[config.mk]
export PLATFORM = sky130hd
export DESIGN_NAME = pactl_port_a
export DESIGN_NICKNAME = d
export VERILOG_FILES = /design/src/verilog/pactl_pkg.sv /design/src/verilog/pactl_port_a.sv
export SDC_FILE = /design/constraint.sdc
export NUM_CORES = 1
export LEC_CHECK = 0
export ABC_AREA = 1
export BUFFER_PORTS_ARGS = -buffer_cell sky130_fd_sc_hd__buf_2
export CAP_MARGIN = 40
export CORE_ASPECT_RATIO = 0.8
export CORE_MARGIN = 4
export CORE_UTILIZATION = 48
export DETAILED_ROUTE_END_ITERATION = 7
export GPL_TIMING_DRIVEN = 0
export PLACE_DENSITY = 0.79
export SYNTH_ARGS = -nofsm -noshare
export SYNTH_HDL_FRONTEND = slang
export SYNTH_SLANG_ARGS = --single-unit
[constraint.sdc]
create_clock -name aclk -period 1.55 [get_ports aclk]
set_input_delay 0.0775 -clock aclk [delete_from_list [all_inputs] [get_ports aclk]]
set_output_delay 0.0775 -clock aclk [all_outputs]
set_load 0.01 [all_outputs]
[src/verilog/pactl_pkg.sv]
// Package for the port A I/O control block: register map, reset values, field positions
package pactl_pkg;

  // ****************************************
  // Register map (byte addresses)
  // ****************************************
  localparam logic [3:0] PIN_LEVEL_OFS    = 4'h0;
  localparam logic [3:0] DRIVEN_VALUE_OFS = 4'h4;
  localparam logic [3:0] DIRECTION_OFS    = 4'h8;
  localparam logic [3:0] ANALOG_SEL_OFS   = 4'hC;
  // Low byte-address bits that must be zero for a word access
  localparam int         ADDR_LSB         = 2;

  // ****************************************
  // Widths and reset values
  // ****************************************
  localparam int          PORT_W          = 8;
  localparam logic [7:0]  DIRECTION_RST   = 8'hFF;
  localparam logic [7:0]  DRIVEN_RST      = 8'h00;
  // Pins 0..3 and 5 analog after reset, pin 4 digital
  localparam logic [7:0]  ANALOG_MASK     = 8'h2F;
  localparam logic [7:0]  ANALOG_SEL_RST  = 8'h2F;
  localparam logic [7:0]  OSC_PINS_MASK   = 8'hC0;
  localparam int          OPEN_DRAIN_BIT  = 4;

  // ****************************************
  // Bus responses
  // ****************************************
  localparam logic [1:0]  RESP_OKAY       = 2'h0;
  localparam logic [1:0]  RESP_SLVERR     = 2'h2;

endpackage : pactl_pkg

[src/verilog/pactl_port_a.sv]
// Port A general-purpose I/O control with AXI4-Lite register access
//
// Behaviour
// - Eight bidirectional pins, each with direction, pin-level and driven-value bits.
// - Direction bit one turns the pin driver off; pin is an input.
// - Direction bit zero drives the pin with its driven-value latch bit.
// - Pin-level read returns pin levels; pin-level write updates the driven-value latch.
// - Driven-value register reads and writes the stored latch value directly.
// - Bits 6 and 7 read zero in all three registers unless freed from oscillator.
// - Oscillator selection from configuration decides whether pins 6 and 7 are I/O.
// - Analog-select control chooses analog or digital use of pins 0..3 and 5.
// - After reset pins 0..3 and 5 are analog reading zero; pin 4 digital.
// - Pin 4 output is open-drain, pulling low only; others push-pull.
// - Direction bits drive output enables even for analog-selected pins.
// - Pin 4 shares timer0 external clock input and comparator 1 output.
// - Pins 0..5 may be comparator inputs or outputs per comparator control.
// - An enabled peripheral takes over its shared pin from general I/O.
// - Direction register resets to all ones on every reset.
// - Each port is operated through its own three registers; this is port A.
//
// Decided for this implementation: the register addresses and register access over AXI4-Lite.
module pactl_port_a #(
  parameter int PORT_W = pactl_pkg::PORT_W
) (
  // Clock and reset
  input  wire logic              aclk,
  input  wire logic              aresetn,
  // AXI4-Lite write address
  input  wire logic [3:0]        s_axi_awaddr,
  input  wire logic              s_axi_awvalid,
  output logic                   s_axi_awready,
  // AXI4-Lite write data
  input  wire logic [31:0]       s_axi_wdata,
  input  wire logic [3:0]        s_axi_wstrb,
  input  wire logic              s_axi_wvalid,
  output logic                   s_axi_wready,
  // AXI4-Lite write response
  output logic [1:0]             s_axi_bresp,
  output logic                   s_axi_bvalid,
  input  wire logic              s_axi_bready,
  // AXI4-Lite read address
  input  wire logic [3:0]        s_axi_araddr,
  input  wire logic              s_axi_arvalid,
  output logic                   s_axi_arready,
  // AXI4-Lite read data
  output logic [31:0]            s_axi_rdata,
  output logic [1:0]             s_axi_rresp,
  output logic                   s_axi_rvalid,
  input  wire logic              s_axi_rready,
  // Configuration and peripheral sharing
  input  wire logic              osc_pins_free,
  input  wire logic [PORT_W-1:0] periph_own,
  input  wire logic [PORT_W-1:0] periph_out,
  input  wire logic [PORT_W-1:0] periph_oe,
  // Pins
  input  wire logic [PORT_W-1:0] pa_pin_in,
  output logic [PORT_W-1:0]      pa_pin_out,
  output logic [PORT_W-1:0]      pa_pin_oe,
  // Peripheral inputs from pins
  output logic                   timer0_ext_clock_in,
  output logic [PORT_W-1:0]      pa_digital_in
);

  // ****************************************
  // Registers and state
  // ****************************************
  logic [PORT_W-1:0] dir_q;
  logic [PORT_W-1:0] latch_q;
  logic [PORT_W-1:0] ansel_q;
  logic [PORT_W-1:0] sync1_q;
  logic [PORT_W-1:0] sync2_q;
  logic [3:0]        awaddr_q;
  logic              aw_have_q;
  logic [31:0]       wdata_q;
  logic [3:0]        wstrb_q;
  logic              w_have_q;
  logic              wr_fire;
  logic [PORT_W-1:0] io_mask;
  logic [PORT_W-1:0] wr_byte;
  logic              resp_done;
  logic              rd_take;

  // Mask of bits that are real I/O under the present oscillator choice
  // Stored bits 6 and 7 survive under the mask, so freeing the pins restores them
  // bits 6 7 gated
  assign io_mask = osc_pins_free ? {PORT_W{1'b1}} : ~pactl_pkg::OSC_PINS_MASK[PORT_W-1:0];

  assign wr_fire = aw_have_q && w_have_q && !s_axi_bvalid;
  assign wr_byte = wstrb_q[0] ? wdata_q[PORT_W-1:0] : {PORT_W{1'b0}};
  // The master taking the response frees both write slots
  assign resp_done = s_axi_bvalid && s_axi_bready;
  // A new read is taken only after the previous data has been handed over
  assign rd_take = s_axi_arvalid && !s_axi_arready && !s_axi_rvalid;

  // Strobe for a write hitting a given offset with the low byte lane enabled
  function automatic logic hit(input logic [3:0] addr, input logic [3:0] ofs, input logic en);
    hit = en && (addr == ofs);
  endfunction : hit

  // Pin levels as software and peripherals see them: analog and oscillator bits read zero
  function automatic logic [PORT_W-1:0] pin_view(input logic [PORT_W-1:0] lvl,
                                                 input logic [PORT_W-1:0] ana,
                                                 input logic [PORT_W-1:0] mask);
    pin_view = lvl & ~ana & mask;
  endfunction : pin_view

  // Every register is one aligned word; low byte-address bits must be zero
  function automatic logic word_aligned(input logic [3:0] addr);
    word_aligned = (addr[pactl_pkg::ADDR_LSB-1:0] == '0);
  endfunction : word_aligned

  // ****************************************
  // Input synchroniser
  // ****************************************
  // Only the second stage feeds any logic; the first may still be settling
  // two stage sync
  always_ff @(posedge aclk) begin
    if (!aresetn) begin
      sync1_q <= {PORT_W{1'b0}};
      sync2_q <= {PORT_W{1'b0}};
    end else begin
      sync1_q <= pa_pin_in;
      sync2_q <= sync1_q;
    end
  end

  // ****************************************
  // Direction register
  // ****************************************
  always_ff @(posedge aclk) begin
    if (!aresetn) begin
      dir_q <= pactl_pkg::DIRECTION_RST[PORT_W-1:0];
    end else if (hit(awaddr_q, pactl_pkg::DIRECTION_OFS, wr_fire && wstrb_q[0])) begin
      dir_q <= wr_byte;
    end
  end

  // ****************************************
  // Driven-value latch
  // ****************************************
  always_ff @(posedge aclk) begin
    if (!aresetn) begin
      latch_q <= pactl_pkg::DRIVEN_RST[PORT_W-1:0];
    end else if (hit(awaddr_q, pactl_pkg::PIN_LEVEL_OFS, wr_fire && wstrb_q[0]) ||
                 hit(awaddr_q, pactl_pkg::DRIVEN_VALUE_OFS, wr_fire && wstrb_q[0])) begin
      latch_q <= wr_byte;
    end
  end

  // ****************************************
  // Analog select
  // ****************************************
  always_ff @(posedge aclk) begin
    if (!aresetn) begin
      ansel_q <= pactl_pkg::ANALOG_SEL_RST[PORT_W-1:0];
    end else if (hit(awaddr_q, pactl_pkg::ANALOG_SEL_OFS, wr_fire && wstrb_q[0])) begin
      ansel_q <= wr_byte & pactl_pkg::ANALOG_MASK[PORT_W-1:0];
    end
  end

  // ****************************************
  // Pin drivers
  // ****************************************
  // per pin control
  always_ff @(posedge aclk) begin
    if (!aresetn) begin
      pa_pin_out <= {PORT_W{1'b0}};
      pa_pin_oe  <= {PORT_W{1'b0}};
    end else begin
      for (int i = 0; i < PORT_W; i++) begin
        if (!io_mask[i]) begin
          // Oscillator owns the pin; port logic stays off it
          pa_pin_out[i] <= 1'b0;
          pa_pin_oe[i]  <= 1'b0;
        end else if (periph_own[i]) begin
          if (i == pactl_pkg::OPEN_DRAIN_BIT) begin
            pa_pin_out[i] <= 1'b0;
            pa_pin_oe[i]  <= periph_oe[i] && !periph_out[i];
          end else begin
            pa_pin_out[i] <= periph_out[i];
            pa_pin_oe[i]  <= periph_oe[i];
          end
        end else if (i == pactl_pkg::OPEN_DRAIN_BIT) begin
          pa_pin_out[i] <= 1'b0;
          pa_pin_oe[i]  <= !dir_q[i] && !latch_q[i];
        end else begin
          pa_pin_out[i] <= latch_q[i];
          pa_pin_oe[i]  <= !dir_q[i];
        end
      end
    end
  end

  // ****************************************
  // Digital inputs to peripherals
  // ****************************************
  always_ff @(posedge aclk) begin
    if (!aresetn) begin
      pa_digital_in <= {PORT_W{1'b0}};
    end else begin
      pa_digital_in <= pin_view(sync2_q, ansel_q, io_mask);
    end
  end

  // Timer tap follows pin 4 whoever drives it, so the timer can count its own output
  always_ff @(posedge aclk) begin
    if (!aresetn) begin
      timer0_ext_clock_in <= 1'b0;
    end else begin
      timer0_ext_clock_in <= sync2_q[pactl_pkg::OPEN_DRAIN_BIT];
    end
  end

  // ****************************************
  // AXI4-Lite write address slot
  // ****************************************
  // One address is held until its response is taken; awready is a single-cycle pulse
  always_ff @(posedge aclk) begin
    if (!aresetn) begin
      aw_have_q     <= 1'b0;
      awaddr_q      <= 4'h0;
      s_axi_awready <= 1'b0;
    end else begin
      s_axi_awready <= 1'b0;
      if (s_axi_awvalid && !aw_have_q && !s_axi_awready) begin
        s_axi_awready <= 1'b1;
        aw_have_q     <= 1'b1;
        awaddr_q      <= s_axi_awaddr;
      end else if (resp_done) begin
        aw_have_q <= 1'b0;
      end
    end
  end

  // ****************************************
  // AXI4-Lite write data slot
  // ****************************************
  // Only byte lane 0 carries register bits; other lanes are taken and dropped
  always_ff @(posedge aclk) begin
    if (!aresetn) begin
      w_have_q     <= 1'b0;
      wdata_q      <= 32'h0000_0000;
      wstrb_q      <= 4'h0;
      s_axi_wready <= 1'b0;
    end else begin
      s_axi_wready <= 1'b0;
      if (s_axi_wvalid && !w_have_q && !s_axi_wready) begin
        s_axi_wready <= 1'b1;
        w_have_q     <= 1'b1;
        wdata_q      <= s_axi_wdata;
        wstrb_q      <= s_axi_wstrb;
      end else if (resp_done) begin
        w_have_q <= 1'b0;
      end
    end
  end

  // ****************************************
  // AXI4-Lite write response
  // ****************************************
  always_ff @(posedge aclk) begin
    if (!aresetn) begin
      s_axi_bvalid <= 1'b0;
      s_axi_bresp  <= pactl_pkg::RESP_OKAY;
    end else if (wr_fire) begin
      s_axi_bvalid <= 1'b1;
      // A misaligned address matches no register, so it is refused with nothing written
      s_axi_bresp  <= word_aligned(awaddr_q) ? pactl_pkg::RESP_OKAY : pactl_pkg::RESP_SLVERR;
    end else if (resp_done) begin
      s_axi_bvalid <= 1'b0;
    end
  end

  // ****************************************
  // AXI4-Lite read handshake
  // ****************************************
  // own register set
  always_ff @(posedge aclk) begin
    if (!aresetn) begin
      s_axi_arready <= 1'b0;
      s_axi_rvalid  <= 1'b0;
    end else begin
      s_axi_arready <= 1'b0;
      if (s_axi_rvalid) begin
        if (s_axi_rready) begin
          s_axi_rvalid <= 1'b0;
        end
      end else if (rd_take) begin
        s_axi_arready <= 1'b1;
        s_axi_rvalid  <= 1'b1;
      end
    end
  end

  // ****************************************
  // AXI4-Lite read data
  // ****************************************
  // Captured with the address, so data stands unchanged while rvalid waits for rready
  always_ff @(posedge aclk) begin
    if (!aresetn) begin
      s_axi_rdata <= 32'h0000_0000;
      s_axi_rresp <= pactl_pkg::RESP_OKAY;
    end else if (rd_take) begin
      s_axi_rresp <= pactl_pkg::RESP_OKAY;
      s_axi_rdata <= 32'h0000_0000;
      case (s_axi_araddr)
        pactl_pkg::PIN_LEVEL_OFS: begin
          s_axi_rdata[PORT_W-1:0] <= pin_view(sync2_q, ansel_q, io_mask);
        end
        pactl_pkg::DRIVEN_VALUE_OFS: begin
          s_axi_rdata[PORT_W-1:0] <= latch_q & io_mask;
        end
        pactl_pkg::DIRECTION_OFS: begin
          s_axi_rdata[PORT_W-1:0] <= dir_q & io_mask;
        end
        pactl_pkg::ANALOG_SEL_OFS: begin
          s_axi_rdata[PORT_W-1:0] <= ansel_q;
        end
        default: begin
          s_axi_rresp <= pactl_pkg::RESP_SLVERR;
        end
      endcase
    end
  end

endmodule : pactl_port_a

==> results of run 1 <==
## state kept, by name (all words and copies together) (netlist names), 4 cells and up
signal / flops
pa_digital_in: 8
latch_q: 8
s_axi_rdata: 8
dir_q: 8
ansel_q: 5
sync2_q: 8
wdata_q: 8
pa_pin_out: 7
pa_pin_oe: 8
awaddr_q: 4
sync1_q: 8
## metal layers
metal	part of all wire (%)	track usage, %
met1	43	22.57
met2	50	36.00
met3	5.8	6.020
met5	0	0
met4	0.85	4.353
## placed cells by master (no fill, tap or decap), types with 9 or more instances in the layout
cell type / n
buf_2: 100
nand2_1: 96
dfxtp_1: 90
inv_1: 65
a21oi_1: 34
dlygate4sd3_1: 31
buf_4: 28
conb_1: 27
nor2_1: 26
o21ai_0: 24
nand3_1: 17
clkbuf_1: 9
clkbuf_8: 9
## area by class of cell
type / instances / area (um2) / area share [%]
flip-flops and latches: 90 / 1802 / 36.60
multi-input cells: 274 / 1419 / 28.83
repair buffers: 126 / 785.8 / 15.96
plain buffers: 44 / 291.5 / 5.923
inverters: 67 / 251.5 / 5.109
well taps: 105 / 131.4 / 2.669
clock buffers: 9 / 123.9 / 2.517
clock inverters: 7 / 117.6 / 2.389
## final timing paths
check	startpoint	endpoint	slack, ps	cells past startpoint
setup / recovery	osc_pins_free	pa_pin_oe[7]	120	5
hold / removal	periph_own[2]	pa_pin_out[2]	7	3
setup reg to reg	w_have_q	dir_q[7]	130	6
hold reg to reg	sync1_q[2]	sync2_q[2]	420	2
## stage by stage
step / utilization, % / area (um2) / worst slack, ps / std cells / hold slack, ps
global route: 66.27 / 4922 / 33.77 / 722 / 13.99
global placement: 58.84 / 4370 / 227.8 / 675 / 258.5
detailed placement: 58.84 / 4370 / 163.0 / 675 / 262.8
finish: 66.27 / 4922 / 115.3 / 722 / 7.129
floorplan: - / 3764 / 307.3 / 475 / 175.1
CTS: 66.14 / 4912 / 137.7 / 721 / 0.3642
## cell families after synthesis
group	share of synthesized area, %
AND/OR/NAND/NOR	20.03
buffers and inverters	14.81
flip-flops	49.15
AO/OA/AOI/OAI	15.90
other	0.1023
## Yosys cell counts
cell / number / area [um2]
o22ai_1: 2 / 12.51
conb_1: 1 / 3.750
a21oi_1: 34 / 170.2
nand3_4: 1 / 17.52
nor3_1: 7 / 35.03
dfxtp_1: 90 / 1802
nor2_4: 2 / 22.52
a31oi_1: 1 / 6.260
nand2_1: 96 / 360.4
inv_1: 65 / 244.0
clkinv_1: 1 / 3.750
buf_4: 28 / 210.2
nor2_8: 1 / 20.02
clkbuf_1: 9 / 33.78
nand4_2: 1 / 12.51
o21ai_0: 24 / 120.1
o211ai_1: 5 / 37.54
nand3_1: 17 / 85.08
nand3_2: 1 / 10.01
or3b_1: 1 / 8.760
a21oi_2: 3 / 26.28
nor2_1: 26 / 97.59
nand4_4: 1 / 21.27
o211ai_2: 8 / 100.1
buf_6: 2 / 22.52
a211oi_1: 3 / 22.52
buf_2: 5 / 25.02
nand4_1: 1 / 6.260
inv_2: 1 / 3.750
nand3b_1: 5 / 37.54
a211oi_2: 7 / 87.58
## power breakdown
part | internal [mW] | total (mW) | leakage, nW | switching (mW)
registers | 2.41 | 2.46 | 0.737 | 0.0529
logic | 0.257 | 0.585 | 1.70 | 0.328
clock network | 1.07 | 1.89 | 0.111 | 0.821
total | 3.73 | 4.94 | 2.54 | 1.20
## worst register-to-register path, stage by stage (launching register included)
cell,delay [ps]
dfxtp_1,420
nand3_2,160
nor2_8,170
nand4_4,160
buf_6,210
nand2_1,80
o211ai_2,80
==> results.md, run 1 <==
- CP dominant cell by count: dlygate4sd3_1
- Largest net degree at the start of global routing: 16
- Die ar.: 9109 um2
- ANT nets after route: 0
- Mean post-synth cell area: 8.165 um2
- Yosys cell types: 31
- CP Max Fanout: 5
- Initial core utilization: 49.36%
- Maxcap violations: 0
- DR vias/cell: 4.590
- Critical path required time: 1850 ps
- Final net count: 696
- Clk sink count: 90
- Slew Viols, Final: 0
- Worst skew pair latency: 360 ps
- Die height: 86.17 um
- Deepest clock path buffer count: 2
- CP Buf/Inv Count: 3
- DIE WIDTH: 105.7 um
- Port bufs: 95
- DRT iter0 DRCs: 112
- H-tree levels: 3
- GRT overflow: 0
- Worst path slowest cell: dlygate4sd3_1
- Hold Vio Cnt, Final: 0
- Avg WL per Cell: 12.20 um
- Register area share after synthesis: 49.15%
- Layout cell share with drive strength beyond 1: 27.88%
- Critical Path Sink Type: flip-flop
- Synth-to-Final Area Change: 34.27%
- Clock slew at reported path FFs: 90 ps
- Endpoints failing setup: 0
- Yosys reg bits: 90
- Peak VDD IR: 593.3 uV
- HP Class: in2reg
- Tcrit/Tclk final: 92.56%
- Gp weighted congestion: 0.7906
- Post-route clock skew: 6.999 ps
- Tmin final: 1435 ps
- Post-cts resize count: 0
- First-pass GRT wire length: 14.19 mm
- N_diodes: 0
- DRC viols: 0
- Post-Syn Area: 3666 um2
- Leakage power total: 2.543 nW
- Detailed placer's ending HPWL: 6.358 mm
- Placeable Area: 7427 um2
- RSZ-0062 raised after global routing: no
- Max incr delay on CP: 590 ps
- Crit path cell chain: dlygate4sd3_1, buf_2, nand2_1, a211oi_1, dlygate4sd3_1
- Critical path type: in2reg
- Total power: 4.935 mW
- CTS tree: yes
- Total global-route track usage: 19.61%
- Max Clock Freq: 697.0 MHz
- Row Count: 28
- CP top delay family: buffers and inverters
- Antenna violations before repair: 0
- Routed Wire Length: 8.811 mm
- Post-CTS Hold Buffers: 30
- CP Launch Type: primary input
- Yosys Warn Count: 0
- TritonCTS Buffers: 9
- CTS root buffer: clkbuf_8
- Status: complete, no violations
- Relative slew slack: 59.91%
- Post-CTS Setup Bufs: 0
- DRT Pass-1 Iters: 4
- Vias: 3314
- Cell Pwr Density: 1003 nW/um2
- Setup TNS: 0 ps
- FILL cells: 650
- Slew @ Worst Pin: 601.3 ps
- Ports: 150
- Vias in the first global route: 3195
- Syn Inst Count: 449
- CP arrival: 1740 ps
Power figures use the tool's default switching activity.
==> run 2, diff against run 1 <==
--- a/config.mk
+++ b/config.mk
@@ -5,12 +5,12 @@
 export SDC_FILE = /design/constraint.sdc
 export NUM_CORES = 1
 export LEC_CHECK = 0
-export ABC_AREA = 1
 export BUFFER_PORTS_ARGS = -buffer_cell sky130_fd_sc_hd__buf_2
 export CAP_MARGIN = 40
 export CORE_ASPECT_RATIO = 0.8
 export CORE_MARGIN = 4
 export CORE_UTILIZATION = 48
+export CTS_CLUSTER_DIAMETER = 40
 export DETAILED_ROUTE_END_ITERATION = 7
 export GPL_TIMING_DRIVEN = 0
 export PLACE_DENSITY = 0.79
==> results.md, run 2 <==
- Status: complete, no violations
- Post-route clock skew: 9.261 ps
- ANT nets after route: 0
- Max incr delay on CP: 530 ps
- Post-synth top area share: 49.69%
- Antenna violations before repair: 0
- Post-Syn Area: 3626 um2
- Area contributors post-synth: dfxtp_1 50%, mux2i_1 6.9%, buf_4 6.0%, nand3_1 5.5%, and2_1 4.1%
- Row Count: 28
- Deepest clock path buffer count: 2
- CP Launch Type: flip-flop
- Met2 usage: 34.48%
- Clk sink count: 90
- Peak VDD IR: 429.7 uV
- Hold Vio Cnt, Final: 0
- Die height: 85.74 um
- Area leader, netlist: dfxtp_1
- Placeable Area: 7357 um2
- Endpoints failing setup: 0
- Maxcap violations: 0
- Most frequent cells in the layout: 100 x buf_2, 89 x dfxtp_1, 40 x nand3_1, 40 x dlygate4sd3_1, 39 x nor2_1
- Synth Flop Type: dfxtp_1
- Layout cell share with drive strength beyond 1: 28.44%
- CP top delay family: simple AND/OR/NAND/NOR gates
- DRC viols: 0
- Worst path slowest cell: or4b_1
- Die ar.: 9018 um2
- Tmin final: 1479 ps
- Most common cell in the netlist: dfxtp_1
- CP Max Fanout: 8
- Slew Viols, Final: 0
- CP Buf/Inv Count: 1
- Worst skew pair latency: 350 ps
- Ports: 150
- Critical path required time: 1760 ps
- Register area share after synthesis: 49.69%
- N_diodes: 0
- Post-route setup slack: 71.47 ps
- Slew @ Worst Pin: 587.1 ps
- Gp weighted congestion: 0.9311
- Synth-to-Final Area Change: 36.89%
- Top Usage Layer GRT: met2
- Routed Wire Length: 9.473 mm
- Total global-route track usage: 21.06%
- Relative slew slack: 60.86%
- Critical path type: reg2reg
- Vias in the first global route: 3061
- Final Util: 67.47%
- Detailed placer's ending HPWL: 6.929 mm
- Initial core utilization: 49.29%
- Final Non-Filler Cells: 642
- Yosys Warn Count: 0
- Yosys cell types: 45
- DRT Pass-1 Iters: 5
- Number of flops mapped to enable cells by yosys: 0
- Place WS: 114.6 ps
- Crit path cell chain: or4b_1, buf_2, o21ai_1, a21oi_1
- Met1 usage: 27.56%
- DRT iter0 DRCs: 257
- DR vias/cell: 5.109
- DIE WIDTH: 105.2 um
- Tcrit/Tclk final: 95.39%
- Largest net degree at the start of global routing: 15
- Yosys reg bits: 90
- Vias: 3280
- Clock slew at reported path FFs: 80 ps
- GRT overflow: 0
- Most common cell after layout, fill and taps aside: buf_2
- H-tree levels: 3
- CTS root buffer: clkbuf_8
- HP Class: in2reg
- GR Layer Usage met3: 5.568%
- Mean post-synth cell area: 9.567 um2
- Final net count: 632
- Placed Cells: 588
- First-pass GRT wire length: 15.06 mm
- CP arrival: 1690 ps
- Critical Path Sink Type: flip-flop
- Leakage power total: 2.216 nW
- Async SR Flop Fraction: 0%
- CTS tree: yes
- Port bufs: 93
- Cell Pwr Density: 1021 nW/um2
- Commonest cells in the netlist: 90 x dfxtp_1, 40 x nand3_1, 39 x nor2_1
- TritonCTS Buffers: 9
- Syn Inst Count: 379
- Avg WL per Cell: 14.76 um
- Max Clock Freq: 676.3 MHz
-- run 2: path summary, 6_finish.rpt --
path / from / to / slack [ps] / depth (start not counted)
max: awaddr_q[1] / latch_q[7] / 70 / 4
min: periph_oe[4] / pa_pin_oe[4] / 7 / 3
max reg2reg: awaddr_q[1] / latch_q[7] / 70 / 4
min reg2reg: sync1_q[4] / sync2_q[4] / 440 / 1
-- run 2: report_power, final --
| group | leakage [nW] | total [mW] | switching, mW | internal, mW |
|---|---|---|---|---|
| registers | 0.736 | 2.45 | 0.0560 | 2.39 |
| logic | 1.36 | 0.603 | 0.292 | 0.311 |
| clock network | 0.123 | 2.01 | 0.789 | 1.23 |
-- run 2: repair_timing --
action / CTS / global route
endpoints found under the hold margin: 37 / 0
hold buffers: 40 / 0
setup endpoints to repair: 0 / 7
buffers inserted: 0 / 0
resized for setup: 0 / 2
-- run 2: metrics by stage --
step,hold slack (ps),TNS (ps),power [mW],cell area (um2)
2_1_floorplan,204.8,0,2.827,3724
3_3_place_gp,285.2,0,2.993,4302
3_5_place_dp,286.2,0,3.011,4302
4_1_cts,3.430,0,5.080,4957
5_1_grt,10.54,-6.489,5.278,4964
6_report,7.308,0,5.065,4964
-- run 2: kinds of logic after synthesis --
| family | after synthesis | synth area share, % |
|---|---|---|
| AO/OA/AOI/OAI | 61 | 10.42 |
| buffers and inverters | 53 | 9.144 |
| flip-flops | 90 | 49.69 |
| multiplexers | 25 | 6.901 |
| other | 1 | 0.1034 |
| AND/OR/NAND/NOR | 149 | 23.74 |
-- run 2: tightest hold or removal path: stages --
cell	delay, ps
buf_2	80
a31oi_1	60
nor2_1	100
-- run 2: area by class of cell --
cell class | instances | area (um2)
Buffer | 49 | 316.6
Clock buffer | 10 | 127.6
Clock inverter | 5 | 127.6
Fill cell | 561 | 2394
Inverter | 3 | 11.26
Multi-Input combinational cell | 262 | 1599
Sequential cell | 90 | 1803
Tap cell | 90 | 112.6
Timing Repair Buffer | 133 | 865.8
-- run 2: routing by layer --
| metal | vias up | wire (um) |
|---|---|---|
| met3 | 10 | 600 |
| met1 | 1511 | 4283 |
| li1 | 1620 | - |
| met2 | 139 | 4463 |
| met5 | - | 0 |
| met4 | 0 | 127 |
==> run 3, diff against run 2 <==
--- a/config.mk
+++ b/config.mk
@@ -9,11 +9,11 @@
 export CAP_MARGIN = 40
 export CORE_ASPECT_RATIO = 0.8
 export CORE_MARGIN = 4
-export CORE_UTILIZATION = 48
+export CORE_UTILIZATION = 40
 export CTS_CLUSTER_DIAMETER = 40
 export DETAILED_ROUTE_END_ITERATION = 7
 export GPL_TIMING_DRIVEN = 0
-export PLACE_DENSITY = 0.79
+export PLACE_DENSITY = 0.67
 export SYNTH_ARGS = -nofsm -noshare
 export SYNTH_HDL_FRONTEND = slang
 export SYNTH_SLANG_ARGS = --single-unit
==> results.md, run 3 (synthesis gave the netlist of run 2 again) <==
- Avg WL per Cell: 14.34 um
- Initial core utilization: 41.82%
- Reg2reg start: awaddr_q[0]
- Placeable Area: 8671 um2
- GR Layer Usage met3: 5.239%
- Sw frac: 23.33%
- Worst R2R Path Depth: 4
- Antenna violations before repair: 0
- Die height: 93.16 um
- Worst R2R Setup Slack: 80 ps
- CP Launch Type: flip-flop
- RSZ-0062 raised after global routing: no
- Cell Pwr Density: 1044 nW/um2
- Finished Cell Area: 4962 um2
- Worst skew pair latency: 340 ps
- CP Launch Point: awaddr_q[0]
- Relative slew slack: 59.75%
- Hold_sp: periph_oe[4]
- CP Buf/Inv Count: 1
- H-tree levels: 3
- DRC viols: 0
- Critical Path Sink Type: flip-flop
- TritonCTS Buffers: 9
- CP top delay family: simple AND/OR/NAND/NOR gates
- FILL cells: 766
- Clock share of power: 41.4%
- Maxcap violations: 0
- Post-route setup slack: 84.31 ps
- Gate power share: 11.3%
- Critical path type: reg2reg
- DRT Pass-1 Iters: 4
- Vias: 3164
- Port bufs: 93
- Reg power frac: 47.3%
- Critical path required time: 1750 ps
- Layout cell share with drive strength beyond 1: 28.75%
- Clock slew at reported path FFs: 60 ps
- Post-route clock skew: 6.258 ps
- Final Non-Filler Cells: 658
- Deepest clock path buffer count: 2
- Slew Viols, Final: 0
- CTS tree: yes
- Synth-to-Final Area Change: 36.85%
- Most common cell after layout, fill and taps aside: buf_2
- Worst hold path depth: 3
- GRT overflow: 0
- DR vias/cell: 4.809
- Most frequent cells in the layout: 100 x buf_2, 90 x dfxtp_1, 40 x nand3_1
- Ports: 150
- Detailed placer's ending HPWL: 7.077 mm
- Setup TNS: 0 ps
- Row Count: 30
- Area after DPL: 4329 um2
- Leakage power total: 2.210 nW
- Slew @ Worst Pin: 603.8 ps
- Sw Pwr: 1.208 mW
- R2r endpoint: latch_q[6]
- Vias in the first global route: 3051
- Hold Path End: pa_pin_oe[4]
- DIE WIDTH: 114.5 um
- Largest net degree at the start of global routing: 15
- Total global-route track usage: 17.87%
- Max Clock Freq: 682.3 MHz
- HP Class: in2reg
- Tcrit/Tclk final: 94.56%
- Worst path slowest cell: or4b_1
- N_diodes: 0
- Clk sink count: 90
- Routed Wire Length: 9.439 mm
- Status: complete, no violations
- Hold Vio Cnt, Final: 0
- Top Usage Layer GRT: met2
- Gp weighted congestion: 0.8325
- Met2 usage: 28.54%
- CP arrival: 1660 ps
- Met1 usage: 23.22%
- CP Max Fanout: 8
- Internal power: 3.971 mW
- ANT nets after route: 0
- Peak VDD IR: 835.8 uV
- DRT iter0 DRCs: 172
- CTS root buffer: clkbuf_16
- Tmin final: 1466 ps
- Place WS: 126.0 ps
- First-pass GRT wire length: 14.97 mm
- Die ar.: 10660 um2
- Max incr delay on CP: 520 ps
- Final net count: 626
- Placed Cells: 610
- Crit path cell chain: or4b_1, buf_2, o21ai_1, a21oi_1
- Endpoints failing setup: 0
-- run 3: changes by cell type in the layout (fill, tap and decap cells not counted) --
cell | previous run | this run
clkbuf_16 | 0 | 9
dfxtp_2 | 1 | 0
dlygate4sd3_1 | 40 | 33
dfxtp_1 | 89 | 90
bufinv_16 | 4 | 1
clkinvlp_4 | 1 | 2
clkinv_2 | 0 | 2
clkbuf_8 | 9 | 1
-- run 3: worst register-to-register path: cells and delay by family, from the launching register on --
family | cells | cell delay, ps
AO/OA/AOI/OAI | 2 | 220
buffers and inverters | 1 | 200
flip-flops | 1 | 380
AND/OR/NAND/NOR | 1 | 530
-- run 3: layout make-up --
| cell class | count | area [um2] | share of cell area, % |
|---|---|---|---|
| Timing Repair Buffer | 126 | 795.8 | 16.04 |
| Tap cell | 112 | 140.1 | 2.824 |
| Clock buffer | 10 | 239.0 | 4.816 |
| Buffer | 50 | 320.3 | 6.455 |
| Multi-Input combinational cell | 262 | 1599 | 32.22 |
| Sequential cell | 90 | 1802 | 36.31 |
| Clock inverter | 5 | 55.05 | 1.109 |
| Inverter | 3 | 11.26 | 0.2269 |
-- run 3: power by group through the flow --
stage | Sequential (mW) | Combinational (mW) | Clock (mW)
floorplan | 2.50 | 0.328 | 0
global placement | 2.50 | 0.503 | 0
detailed placement | 2.50 | 0.517 | 0
CTS | 2.45 | 0.582 | 2.19
global route | 2.46 | 0.647 | 2.27
finish | 2.45 | 0.586 | 2.14
-- run 3: repair_timing --
item,CTS,global route
buffers inserted,0,0
gates resized for setup,0,1
hold endpoints to repair,33,0
endpoints found under the setup margin,0,5
hold buffers,33,0
-- run 3: metal layers --
layer | part of all wire [%] | wire length (um)
met1 | 46 | 4375
met2 | 46 | 4322
met3 | 6.4 | 606
met4 | 1.4 | 134
met5 | 0 | 0
-- run 3: worst max-delay path by stage --
| stage | slack (ps) | to | cells past startpoint |
|---|---|---|---|
| 2_1_floorplan | 260 | latch_q[1] | 4 |
| 3_3_place_gp | 150 | latch_q[6] | 4 |
| 3_5_place_dp | 130 | latch_q[0] | 3 |
| 4_1_cts | 110 | latch_q[7] | 4 |
| 5_1_grt | 10 | latch_q[3] | 4 |
| 6_report | 80 | latch_q[6] | 4 |
-- run 3: through the flow --
step / hold slack, ps / power [mW] / util, %
5_1_grt: 31.27 / 5.377 / 57.23
3_3_place_gp: 285.8 / 2.999 / 49.93
2_1_floorplan: 204.8 / 2.827 / -
4_1_cts: 1.227 / 5.219 / 57.13
3_5_place_dp: 287.4 / 3.015 / 49.93
6_report: 0.7608 / 5.179 / 57.23
